[src/rtl/dmarq_pkg.sv]
// dmarq_pkg: constants and types for the dma channel request configuration block
// assumes a single 250 MHz clock and a plain register port
package dmarq_pkg;
  // register offset of the channel control word (low bits kept here)
  localparam logic [7:0] DMARQ_CTRL_OFS = 8'h00;
  localparam logic [7:0] DMARQ_STAT_OFS = 8'h04;
  localparam logic [7:0] DMARQ_SWREQ_OFS = 8'h08;
  // field positions inside the control word
  localparam int DMARQ_SRC_BIT = 14;
  localparam int DMARQ_POL_BIT = 13;
  localparam int DMARQ_LEV_BIT = 12;
  localparam int DMARQ_SHARE_BIT = 11;
  // reset values of the fields
  localparam logic DMARQ_SRC_RST = 1'h0;
  localparam logic DMARQ_POL_RST = 1'h0;
  localparam logic DMARQ_LEV_RST = 1'h0;
  localparam logic DMARQ_SHARE_RST = 1'h0;
  // only channels 0 and 4 carry external request inputs
  localparam int DMARQ_CHANNEL = 0;
  localparam logic DMARQ_EXT_CAPABLE = (DMARQ_CHANNEL == 0) || (DMARQ_CHANNEL == 4);
  localparam logic [1:0] DMARQ_SYNC_RST = 2'h3;

  typedef struct packed {
    logic src;   // 1: external request source
    logic pol;   // 1: prohibited polarity
    logic lev;   // 1: level sense, 0: edge sense
    logic share; // 1: snoop bus request, 0: grant bus request
  } dmarq_cfg_s;
endpackage : dmarq_pkg

[src/rtl/dmarq_top.sv]
// dmarq_top: request source, sense style and bus share mode of one dma channel
// assumes synchronous register strobes and asynchronous external request pins
//
// How it works
// - source 0 takes software requests only
// - polarity bit is stored and read back only; requests stay low active for every setting
// - polarity 0: low or falling active, ack low
// - sense bit matters only for external source
// - level sense requests while input active
// - edge sense requests once per pin falling edge; the interrupt input still requests while low
// - share mode 1 issues snoop requests
// - share mode 0 issues grant requests
// - polarity, sense, share read zero after reset
// - source 1 takes interrupt or pin requests
//
// The plain strobed port and the register offsets were decided locally.
`timescale 1ns/1ps
module dmarq_top
  import dmarq_pkg::*;
(
  input wire logic clk, // system clock
  input wire logic arst_n, // async reset, active low
  input wire logic [7:0] reg_addr, // register byte address
  input wire logic [31:0] reg_wdata, // write data
  input wire logic reg_wr, // write strobe
  input wire logic reg_rd, // read strobe
  output logic [31:0] reg_rdata, // read data, one cycle after strobe
  input wire logic intr_transfer_request_n, // interrupt-sourced request, low active
  input wire logic pin_transfer_request_n, // pin request, low active
  input wire logic xfer_done, // engine finished one transfer unit
  output logic xfer_request, // qualified transfer request pulse or level
  output logic pin_transfer_ack_n, // transfer acknowledge, low active
  output logic snoop_bus_request, // snoop-type bus request mode
  output logic grant_bus_request // grant-type bus request mode
);

  dmarq_cfg_s cfg, next_cfg;
  logic [31:0] next_rdata;
  logic [1:0] intr_sync, next_intr_sync;
  logic [1:0] pin_sync, next_pin_sync;
  logic pin_prev, next_pin_prev;
  logic sw_req, ext_req, next_req;
  logic next_ack_n, next_snoop, next_grant;

  // config register writes; source forced low where no external pins exist
  always_comb begin
    next_cfg = cfg;
    if (reg_wr && reg_addr == DMARQ_CTRL_OFS) begin
      next_cfg.src = reg_wdata[DMARQ_SRC_BIT] & DMARQ_EXT_CAPABLE;
      next_cfg.pol = reg_wdata[DMARQ_POL_BIT]; // stored only, see polarity note
      next_cfg.lev = reg_wdata[DMARQ_LEV_BIT];
      next_cfg.share = reg_wdata[DMARQ_SHARE_BIT];
    end
  end

  // register read mux; unmapped addresses read zero
  always_comb begin
    next_rdata = 32'h0;
    if (reg_rd) begin
      unique case (reg_addr)
        DMARQ_CTRL_OFS: begin
          next_rdata[DMARQ_SRC_BIT] = cfg.src;
          next_rdata[DMARQ_POL_BIT] = cfg.pol;
          next_rdata[DMARQ_LEV_BIT] = cfg.lev;
          next_rdata[DMARQ_SHARE_BIT] = cfg.share;
        end
        DMARQ_STAT_OFS: next_rdata = {28'h0, pin_sync[1], intr_sync[1], ~pin_transfer_ack_n, xfer_request};
        default: next_rdata = 32'h0;
      endcase
    end
  end

  // software start is a write of bit 0 at the software request offset
  assign sw_req = reg_wr && (reg_addr == DMARQ_SWREQ_OFS) && reg_wdata[0];

  // two-stage synchronisers; only the second stage is looked at
  always_comb begin
    next_intr_sync = {intr_sync[0], intr_transfer_request_n};
    next_pin_sync = {pin_sync[0], pin_transfer_request_n};
    next_pin_prev = pin_sync[1];
  end

  // request qualification; polarity bit is prohibited at 1 so inputs are always low active,
  // which keeps the external path safe even if software writes the forbidden value
  always_comb begin
    ext_req = 1'b0;
    if (cfg.lev) begin
      ext_req = ~pin_sync[1] | ~intr_sync[1];
    end else begin
      ext_req = (pin_prev & ~pin_sync[1]) | (~intr_sync[1]);
    end
    if (cfg.src) begin
      next_req = ext_req;
    end else begin
      next_req = sw_req;
    end
    next_ack_n = ~(cfg.src & xfer_done);
    next_snoop = cfg.share;
    next_grant = ~cfg.share;
  end

  // state and outputs
  always_ff @(posedge clk or negedge arst_n) begin
    if (!arst_n) begin
      cfg <= '{src: DMARQ_SRC_RST, pol: DMARQ_POL_RST, lev: DMARQ_LEV_RST, share: DMARQ_SHARE_RST};
      reg_rdata <= 32'h0;
      intr_sync <= DMARQ_SYNC_RST;
      pin_sync <= DMARQ_SYNC_RST;
      pin_prev <= 1'b1;
      xfer_request <= 1'b0;
      pin_transfer_ack_n <= 1'b1;
      snoop_bus_request <= 1'b0;
      grant_bus_request <= 1'b1;
    end else begin
      cfg <= next_cfg;
      reg_rdata <= next_rdata;
      intr_sync <= next_intr_sync;
      pin_sync <= next_pin_sync;
      pin_prev <= next_pin_prev;
      xfer_request <= next_req;
      pin_transfer_ack_n <= next_ack_n;
      snoop_bus_request <= next_snoop;
      grant_bus_request <= next_grant;
    end
  end

  // checks
  property p_internal_only;
    @(posedge clk) disable iff (!arst_n)
    (!cfg.src && !sw_req) |=> !xfer_request;
  endproperty
  a_internal_only: assert property (p_internal_only) else $error("request without software start");

  property p_sw_req;
    @(posedge clk) disable iff (!arst_n)
    (!cfg.src && sw_req) |=> xfer_request;
  endproperty
  a_sw_req: assert property (p_sw_req) else $error("software start lost");

  property p_level;
    @(posedge clk) disable iff (!arst_n)
    (cfg.src && cfg.lev && !pin_sync[1]) |=> xfer_request;
  endproperty
  a_level: assert property (p_level) else $error("level request missed");

  property p_edge_once;
    @(posedge clk) disable iff (!arst_n)
    (cfg.src && !cfg.lev && intr_sync[1] && !pin_prev && !pin_sync[1]) |=> !xfer_request;
  endproperty
  a_edge_once: assert property (p_edge_once) else $error("edge mode repeats on held low");

  property p_edge_fire;
    @(posedge clk) disable iff (!arst_n)
    (cfg.src && !cfg.lev && pin_prev && !pin_sync[1]) |=> xfer_request;
  endproperty
  a_edge_fire: assert property (p_edge_fire) else $error("falling edge missed");

  property p_snoop;
    @(posedge clk) disable iff (!arst_n)
    cfg.share |=> (snoop_bus_request && !grant_bus_request);
  endproperty
  a_snoop: assert property (p_snoop) else $error("snoop mode not driven");

  property p_grant;
    @(posedge clk) disable iff (!arst_n)
    !cfg.share |=> (!snoop_bus_request && grant_bus_request);
  endproperty
  a_grant: assert property (p_grant) else $error("grant mode not driven");

  property p_ack_low;
    @(posedge clk) disable iff (!arst_n)
    (cfg.src && xfer_done) |=> !pin_transfer_ack_n;
  endproperty
  a_ack_low: assert property (p_ack_low) else $error("ack not low");

  property p_sync_delay;
    @(posedge clk) disable iff (!arst_n)
    $fell(pin_transfer_request_n) |-> ##2 !pin_sync[1];
  endproperty
  a_sync_delay: assert property (p_sync_delay) else $error("sync delay wrong");

  property p_sync_rise;
    @(posedge clk) disable iff (!arst_n)
    $rose(pin_transfer_request_n) |-> ##2 pin_sync[1];
  endproperty
  a_sync_rise: assert property (p_sync_rise) else $error("sync release delay wrong");

  // further checks: idle outputs, interrupt request while low, and read-back of the share bit
  property p_ack_idle;
    @(posedge clk) disable iff (!arst_n)
    (!cfg.src || !xfer_done) |=> pin_transfer_ack_n;
  endproperty
  a_ack_idle: assert property (p_ack_idle) else $error("ack low without external transfer");

  property p_intr_level;
    @(posedge clk) disable iff (!arst_n)
    (cfg.src && !intr_sync[1]) |=> xfer_request;
  endproperty
  a_intr_level: assert property (p_intr_level) else $error("interrupt request missed");

  property p_level_off;
    @(posedge clk) disable iff (!arst_n)
    (cfg.src && cfg.lev && pin_sync[1] && intr_sync[1]) |=> !xfer_request;
  endproperty
  a_level_off: assert property (p_level_off) else $error("level request while inputs idle");

  property p_share_read;
    @(posedge clk) disable iff (!arst_n)
    (reg_rd && reg_addr == DMARQ_CTRL_OFS) |=> (reg_rdata[DMARQ_SHARE_BIT] == $past(cfg.share));
  endproperty
  a_share_read: assert property (p_share_read) else $error("share bit read back wrong");

  property p_rdata_idle;
    @(posedge clk) disable iff (!arst_n)
    !reg_rd |=> (reg_rdata == 32'h0);
  endproperty
  a_rdata_idle: assert property (p_rdata_idle) else $error("read data without read strobe");

  c_sw: cover property (@(posedge clk) disable iff (!arst_n) !cfg.src && sw_req ##1 xfer_request);
  c_edge: cover property (@(posedge clk) disable iff (!arst_n) cfg.src && !cfg.lev ##1 xfer_request);
  c_level: cover property (@(posedge clk) disable iff (!arst_n) cfg.src && cfg.lev && xfer_request [*3]);
  c_snoop: cover property (@(posedge clk) disable iff (!arst_n) snoop_bus_request);

endmodule // dmarq_top
[config.mk]
export PLATFORM = sky130hd
export DESIGN_NAME = dmarq_top
export DESIGN_NICKNAME = d
export VERILOG_FILES = /design/src/rtl/dmarq_pkg.sv /design/src/rtl/dmarq_top.sv
export SDC_FILE = /design/constraint.sdc
export NUM_CORES = 1
export LEC_CHECK = 0
export BUFFER_PORTS_ARGS = -buffer_cell sky130_fd_sc_hd__buf_4
export CAP_MARGIN = 0
export CORE_ASPECT_RATIO = 1.75
export CORE_MARGIN = 3
export CORE_UTILIZATION = 39
export DETAILED_ROUTE_END_ITERATION = 6
export GPL_TIMING_DRIVEN = 0
export PLACE_DENSITY = 0.79
export SETUP_SLACK_MARGIN = 0.5
export SYNTH_ARGS = -nofsm -noshare
export SYNTH_HDL_FRONTEND = slang
export SYNTH_SLANG_ARGS = --single-unit
[constraint.sdc]
create_clock -name clk -period 2 [get_ports clk]
set_clock_uncertainty 0.2 [all_clocks]
set_input_delay 0.1 -clock clk [delete_from_list [all_inputs] [get_ports clk]]
set_output_delay 0.1 -clock clk [all_outputs]
set_load 0.01 [all_outputs]
==> metrics, run 1 <==
Largest delay share family, worst path buffers and inverters; # diodes 0; Levels on crit path 5; crit path cell chain dlygate4sd3_1 -> buf_4 -> inv_1 -> nand4_1 -> mux2_2; CP max FO 4; peak supply drop 0.488 mV; vias per cell 4.17; ANT nets after route 0; Ys Warns 0; register area share after synthesis 57.8%; status complete, but fails checks; Primary FF master, synth dfrtp_1; Max Cap Viol 0; htree depth 1; failing checks negative hold slack; GP Congestion 0.841; Final Max Tran Viols 0; Final Instance Count excl. Fillers 167; register bit total from synthesis 21; worst path buffer plus inverter count 3; CTS Buf Count 3; root buffer cell clkbuf_4; routed wire length 1760 µm; setup violators final 0; hold_ws -0.113 ns; via count 697; HPWL after DPL 1450 µm; Synth top area share 37.9%; most common cell in the synthesized netlist buf_4; Fin. Hold Viols 1; post-CTS resize count 0; IO buf count 31; final core utilization 64.4%; CTS tree yes; Post-synth EDFFs 0; Worst-path clk slew 0.11 ns; Skew-Pair Late Insertion Delay 0.29 ns; Post-CTS Hold Buffers 10; critical path type in2reg; Avg Synthesized Cell Area 12.3 µm²; period utilization 71.1%; post-synth top area cell dfrtp_1; P_leak 0.000762 µW; max incr delay on CP 0.54 ns; P&R area growth vs syn 51.6%; Max Clk Rate 703 MHz; number of clock sinks 21; Reg2Reg Depth 3; Worst Path Arrival 1.40 ns; first-pass iteration count of the detailed router 3; RSZ-0062 raised after global routing false; TNS Setup 0 ns; Starting Density 42.5%; die width 42.8 µm; largest net degree at the start of global routing 22; Worst Setup End Kind register; vias in the first global route 703; Pwr Density 553 nW/µm²; first-pass GRT wire length 2900 µm; Netlist cell types 19; post-synthesis async set-or-reset flop share 100%; share of layout cells above drive strength 1 53.8%; Synth Cell Area 925 µm²; Final #Nets 191; Core Rows 22; full die area 3010 µm²; Worst Hold Class in2reg; Die H 70.4 µm; Slowest-stage cell, CP dlygate4sd3_1; antenna violations before repair 0; Syn Inst Count 75; WP data required 1.98 ns; initial DRC count 5; core region area 2170 µm²; Post-CTS Setup Bufs 0; I/O Pins 83; clock buffer depth 2; total gr overflow 0; fin crit period 1.42 ns; wire length per cell 10.6 µm; synth cell count leaders 24 x buf_4, 14 x dfrtp_1, 7 x dfstp_2; # placed instances 153; hold depth 3; dominant cells by area after synthesis dfrtp_1 38%, dfstp_2 20%, buf_4 19%, mux2_2 4.9%, nor2_2 2.7%; DRC viols 0; CP Launch Type primary input; Total GRT Usage 12.2%
[placed cells by master, fill, tap and decap left out]
master	count
dlygate4sd3_1	10
o21ai_0	1
or4b_4	1
or3_4	1
a41oi_1	1
clkinv_2	1
nor4_1	2
and2_1	3
nor4bb_1	1
or4_4	1
dfstp_2	7
nor3_1	2
conb_1	24
mux2_2	4
dfrtp_1	14
buf_4	55
inv_1	5
nand2_1	1
clkbuf_4	3
nor2_2	4
a31oi_1	1
nand4_1	1
[cells by family (layout without fill, tap and decap cells)]
logic type,Yosys count,in the layout,synth area share (%)
AOI/OAI and AO/OA,3,3,2.17
buffers and inverters,29,74,21.5
DFF,21,21,57.8
muxes,4,4,4.87
other,1,24,0.406
and+or+nand+nor,17,17,13.3
[flip-flops by register name, summed over array words and instances, names as in the netlist]
register            flops
pin_sync                2
grant_bus_request       1
cfg                     3
next_snoop              1
pin_transfer_ack_n      1
intr_sync               2
snoop_bus_request       1
xfer_request            1
reg_rdata               8
pin_prev                1
[power by group]
| group | internal (µW) | switching [µW] | leakage [µW] |
|---|---|---|---|
| clock | 74.2 | 120 | 0.0000177 |
| sequential | 442 | 5.88 | 0.000268 |
| combinational | 78.4 | 55.5 | 0.000476 |
| total | 595 | 181 | 0.000762 |
[routing by layer]
| metal | vias up | track usage (%) | routed length [µm] |
|---|---|---|---|
| met5 | - | 0 | 0 |
| met4 | 0 | 3.11 | 4 |
| met3 | 2 | 3.35 | 187 |
| met2 | 43 | 23.9 | 1030 |
| met1 | 318 | 11.6 | 545 |
| li1 | 334 | - | - |
[path summary, 6_finish.rpt]
kind / startpoint / end / slack, ns
max: reg_addr[2] / next_snoop / 0.58
min: reg_addr[7] / reg_rdata[11] / -0.11
max reg2reg: pin_sync[1] / xfer_request / 0.91
min reg2reg: intr_sync[0] / intr_sync[1] / 0.16
max in group asynchronous: arst_n / grant_bus_request / 1.33
min in group asynchronous: arst_n / reg_rdata[0] / 0
[area by class of cell]
| cell class | instances | area (µm²) |
|---|---|---|
| multi-input cells | 48 | 278 |
| inverters | 5 | 18.8 |
| flip-flops and latches | 21 | 534 |
| clock inverters | 1 | 5.00 |
| clock buffers | 3 | 22.5 |
| repair buffers | 41 | 333 |
| plain buffers | 24 | 180 |
| well taps | 24 | 30.0 |
| fillers | 186 | 773 |
[through the flow]
step / total power, µW / hold WS, ns / area (µm²) / setup WS, ns
after floorplan: 523 / -0.396 / 1010 / 0.620
after global placement: 569 / -0.214 / 1270 / 0.472
after detailed placement: 572 / -0.208 / 1270 / 0.449
after CTS: 778 / -0.124 / 1400 / 0.575
after global routing: 818 / -0.117 / 1400 / 0.558
final: 775 / -0.113 / 1400 / 0.577
[tightest hold or removal path, delay by kind of cell]
kind	cells	cell delay [ns]
AND/OR/NAND/NOR	2	0.16
buffers and inverters	1	0.08
Power figures use the tool's default switching activity.
==> run 2: changes to the inputs <==
- CORE_UTILIZATION: 39 -> 33
- PLACE_DENSITY: 0.79 -> 0.71
- clock period: 2 -> 1.25 ns (I/O delays scaled with it)
==> metrics, run 2 (synthesis results as in run 1) <==
number of clock sinks 21 (unchanged); most common cell after layout, fill and taps aside buf_4 (unchanged); Worst-path clk slew 0.07 ns (was 0.11 ns); WP data required 1.23 ns (was 1.98 ns); die width 46.0 µm (was 42.8 µm); # placed instances 155 (was 153); Max Clk Rate 801 MHz; Worst Path Arrival 1.23 ns (was 1.40 ns); sw power 299 µW (was 181 µW); TNS Setup 0 ns (unchanged); max incr delay on CP 0.56 ns (was 0.54 ns); clock share of power 30.5% (was 25.0%); CTS tree yes (unchanged); largest register by flop count reg_rdata (unchanged); routed wire length 1880 µm (was 1760 µm); Internal Power 1070 µW (was 595 µW); RSZ-0062 raised after global routing true (was false); DRC viols 0 (unchanged); hold_ws -0.269 ns (was -0.113 ns); Skew-Pair Late Insertion Delay 0.25 ns (was 0.29 ns); first-pass GRT wire length 2880 µm (was 2900 µm); via count 668 (was 697); clock buffer depth 2 (unchanged); vias per cell 4.02 (was 4.17); ANT nets after route 0 (unchanged); CP Launch Type primary input (unchanged); CP max FO 4 (unchanged); crit path cell chain buf_8 -> or4_4 -> or3_4 -> nor2_2 (was dlygate4sd3_1 -> buf_4 -> inv_1 -> nand4_1 -> mux2_2); Regs by FF count reg_rdata: 8 flops, cfg: 3 flops (unchanged); peak supply drop 0.776 mV (was 0.488 mV); P&R area growth vs syn 61.7% (was 51.6%); core region area 2580 µm² (was 2170 µm²); Pwr Density 913 nW/µm² (was 553 nW/µm²); Core Rows 24 (was 22); Fin. Hold Viols 9 (was 1); Seq pwr share 52.8% (was 57.8%); Final Max Tran Viols 0 (unchanged); Die H 76.0 µm (was 70.4 µm); Worst Hold Class in2reg (unchanged); Worst Setup End Kind register (unchanged); Largest register FFs 8 (unchanged); Overall Power 1360 µW (was 775 µW); vias in the first global route 665 (was 703); Max Cap Viol 0 (unchanged); first-pass iteration count of the detailed router 4 (was 3); GP Congestion 0.700 (was 0.841); status complete, but fails checks (unchanged); fin worst setup slack 0.00192 ns (was 0.577 ns); share of layout cells above drive strength 1 60.7% (was 53.8%); setup violators final 0 (unchanged); combinational group share of total power 16.7% (was 17.3%); Total GRT Usage 10.8% (was 12.2%); fin crit period 1.25 ns; Sw Ratio 21.9% (was 23.3%); full die area 3500 µm² (was 3010 µm²); CTS Buf Count 3 (unchanged); critical path type in2reg (unchanged); Final #Nets 188 (was 191); htree depth 1 (unchanged); root buffer cell clkbuf_8 (was clkbuf_4); commonest non-fill, non-tap cells in the layout 42 x buf_4, 24 x conb_1, 16 x buf_6 (was 55 x buf_4, 24 x conb_1, 14 x dfrtp_1); Final Instance Count excl. Fillers 166 (was 167); period utilization 99.8%; antenna violations before repair 0 (unchanged); wire length per cell 11.3 µm (was 10.6 µm); Post-CTS Hold Buffers 3 (was 10); IO buf count 31 (unchanged); I/O Pins 83 (unchanged); pre-CTS setup slack -0.263 ns (was 0.449 ns); Slowest-stage cell, CP or4_4 (was dlygate4sd3_1); total gr overflow 0 (unchanged); initial DRC count 10 (was 5); P_leak 0.000793 µW (was 0.000762 µW); failing checks negative hold slack (unchanged); HPWL after DPL 1420 µm (was 1450 µm); largest net degree at the start of global routing 22 (unchanged); # diodes 0 (unchanged); Starting Density 35.8% (was 42.5%)
## run 2: critical path, delay by kind of cell
kind	cells	cell delay, ns
buffers and inverters	1	0.10
AND/OR/NAND/NOR	3	1.06
## run 2: path summary, 6_finish.rpt
path | startpoint | endpoint | slack, ns | cells after the start
min | xfer_done | pin_transfer_ack_n | -0.27 | 2
min in group asynchronous | arst_n | snoop_bus_request | 0.03 | 2
max in group asynchronous | arst_n | pin_sync[1] | 0.55 | 2
min reg2reg | intr_sync[0] | intr_sync[1] | 0.16 | 0
max reg2reg | pin_sync[1] | xfer_request | 0.20 | 3
max | reg_addr[5] | reg_rdata[3] | 0.002 | 4
## run 2: power groups by stage
stage | clock network (µW) | registers (µW) | logic (µW)
5_1_grt | 467 | 723 | 248
4_1_cts | 432 | 719 | 207
3_5_place_dp | 0 | 731 | 188
6_report | 417 | 720 | 228
3_3_place_gp | 0 | 730 | 183
2_1_floorplan | 0 | 731 | 108
## run 2: per-layer routing
metal	vias up	part of all wire (%)	GRT usage [%]
li1	327	-	-
met1	301	33	11.8
met2	40	59	19.3
met3	0	7.8	2.13
met4	0	0	3.42
met5	-	0	0
## run 2: repair_timing
action                     in CTS  in global routing
gates cloned                    0                  0
buffers inserted                2                  2
hold endpoints to repair       33                  9
pin swaps                       4                  2
gates resized for setup        15                 11
setup endpoints to repair      29                 30
## run 2: through the flow
stage,instance area (µm²),utilization (%),hold slack (ns)
3_5_place_dp,1280,49.7,-0.246
3_3_place_gp,1280,49.7,-0.253
2_1_floorplan,1020,-,-0.433
4_1_cts,1430,55.5,-0.280
6_report,1500,57.9,-0.269
5_1_grt,1500,57.9,-0.259
## run 2: final cells by class
class	count	area (µm²)
Inverter	5	18.8
Buffer	24	180
Fill cell	224	1090
Timing Repair Buffer	38	360
Clock buffer	4	45.0
Tap cell	26	32.5
Multi-Input combinational cell	48	324
Sequential cell	21	534
==> run 3: changes to the inputs <==
- CORE_UTILIZATION: 33 -> 39
- CTS_CLUSTER_DIAMETER: default -> 80
- PLACE_DENSITY: 0.71 -> 0.79
- clock period: 1.25 -> 1.5 ns (I/O delays scaled with it)
==> metrics, run 3 (synthesis results as in run 1) <==
status complete, but fails checks (unchanged); failing checks negative hold slack (unchanged); share of layout cells above drive strength 1 60.3% (was 60.7%); clock buffer depth 2 (unchanged); Regs by FF count reg_rdata: 8 flops, cfg: 3 flops (unchanged); Skew-Pair Late Insertion Delay 0.29 ns (was 0.25 ns); CP max FO 4 (unchanged); setup violators final 0 (unchanged); P_leak 0.000845 µW (was 0.000793 µW); CP Launch Type primary input (unchanged); Worst-path clk slew 0.11 ns (was 0.07 ns); number of clock sinks 21 (unchanged); ANT nets after route 0 (unchanged); vias in the first global route 778 (was 665); largest net degree at the start of global routing 22 (unchanged); worst path buffer plus inverter count 1 (unchanged); HPWL after DPL 1590 µm (was 1420 µm); Total GRT Usage 14.1% (was 10.8%); initial DRC count 3 (was 10); period utilization 83.7%; Starting Density 42.5% (was 35.8%); htree depth 1 (unchanged); peak supply drop 0.556 mV (was 0.776 mV); GP Congestion 0.832 (was 0.700); IO buf count 31 (unchanged); Final #Nets 199 (was 188); Final Max Tran Viols 0 (unchanged); wire length per cell 12.4 µm (was 11.3 µm); DRC viols 0 (unchanged); Core Rows 22 (was 24); P&R area growth vs syn 71.9% (was 61.7%); crit path cell chain buf_8 -> or4_4 -> or3_4 -> nor2_2 (unchanged); largest register by flop count reg_rdata (unchanged); CTS tree yes (unchanged); RSZ-0062 raised after global routing true (unchanged); FF+latch area 534 µm² (unchanged); antenna violations before repair 0 (unchanged); total gr overflow 0 (unchanged); Max Clk Rate 796 MHz; core region area 2170 µm² (was 2580 µm²); Worst Path Arrival 1.29 ns (was 1.23 ns); vias per cell 4.15 (was 4.02); first-pass GRT wire length 3230 µm (was 2880 µm); Worst Setup End Kind register (unchanged); critical path type in2reg (unchanged); hold_ws -0.223 ns (was -0.269 ns); via count 726 (was 668); Overall Power 1060 µW (was 1360 µW); max incr delay on CP 0.56 ns (about the same); Worst Hold Class in2reg (unchanged); I/O Pins 83 (unchanged); TNS Setup 0 ns (unchanged); most common cell after layout, fill and taps aside buf_4 (unchanged); Largest delay share family, worst path simple AND/OR/NAND/NOR gates (unchanged); Fillers 137 (was 224); footprint of the multi-input gates 328 µm² (was 324 µm²); routed wire length 2170 µm (was 1880 µm); commonest non-fill, non-tap cells in the layout 45 x buf_4, 24 x conb_1, 18 x buf_6 (was 42 x buf_4, 24 x conb_1, 16 x buf_6); Max Cap Viol 0 (unchanged); full die area 3010 µm² (was 3500 µm²); CTS Buf Count 3 (unchanged); Fin. Hold Viols 5 (was 9); root buffer cell clkbuf_4 (was clkbuf_8); WP data required 1.53 ns (was 1.23 ns); Largest register FFs 8 (unchanged); fin crit period 1.26 ns; # diodes 0 (unchanged); die width 42.8 µm (was 46.0 µm); Pwr Density 670 nW/µm² (was 913 nW/µm²); Die H 70.4 µm (was 76.0 µm); first-pass iteration count of the detailed router 4 (unchanged); Post-CTS Hold Buffers 8 (was 3); Slowest-stage cell, CP or4_4 (unchanged)
## run 3: cell count changes in the layout (fill, tap and decap cells not counted), sizes merged
cell,previous run,this run
buf,59,65
clkinv,0,1
clkbuf,4,3
dlygate4sd3,3,8
## run 3: cell type report
type	count	share of cell area, %
Buffer	24	11.3
Tap cell	24	1.89
Timing Repair Buffer	49	29.6
Inverter	5	1.18
Clock inverter	1	0.315
Sequential cell	21	33.6
Multi-Input combinational cell	48	20.6
Clock buffer	3	1.42
## run 3: final timing paths
check	cells after the start	slack (ns)	end	start
setup / recovery	4	0.24	reg_rdata[3]	reg_addr[6]
hold / removal	2	-0.22	reg_rdata[11]	reg_addr[2]
setup reg to reg	3	0.46	xfer_request	pin_sync[1]
hold reg to reg	0	0.16	intr_sync[1]	intr_sync[0]
max in group asynchronous	2	0.83	grant_bus_request	arst_n
min in group asynchronous	2	0	reg_rdata[12]	arst_n
## run 3: repair_timing
item / CTS / global route
pin swaps: 7 / 6
setup endpoints to repair: 25 / 25
setup buffers: 6 / 4
resized for setup: 19 / 10
hold endpoints to repair: 37 / 15
## run 3: worst reg2reg max path, cell delays in order (launching register included)
cell and delay [ns]:
dfstp_2 0.56, inv_2 0.04, o21ai_1 0.06, a31oi_1 0.08
## run 3: where the power goes
part	internal, µW	leakage (µW)	switching [µW]
registers	590	0.000268	9.77
logic	123	0.000559	85.7
clock network	99.3	0.0000177	157
## run 3: metrics by stage
stage          setup WS (ns)  cells  area [µm²]  util [%]  hold slack (ns)
2_1_floorplan          0.145     98        1020         -           -0.421
4_1_cts                0.259    171        1520      69.9           -0.234
5_1_grt                0.236    175        1590      73.1           -0.242
3_3_place_gp         -0.0101    153        1280      58.9           -0.240
3_5_place_dp         -0.0279    153        1280      58.9           -0.235
6_report               0.244    175        1590      73.1           -0.223
## run 3: per-layer routing
layer	wire length [µm]	part of all wire [%]	track usage (%)
met1	727	33	12.0
met2	1200	55	28.1
met3	205	9.4	3.09
met4	34	1.6	6.57
met5	0	0	0
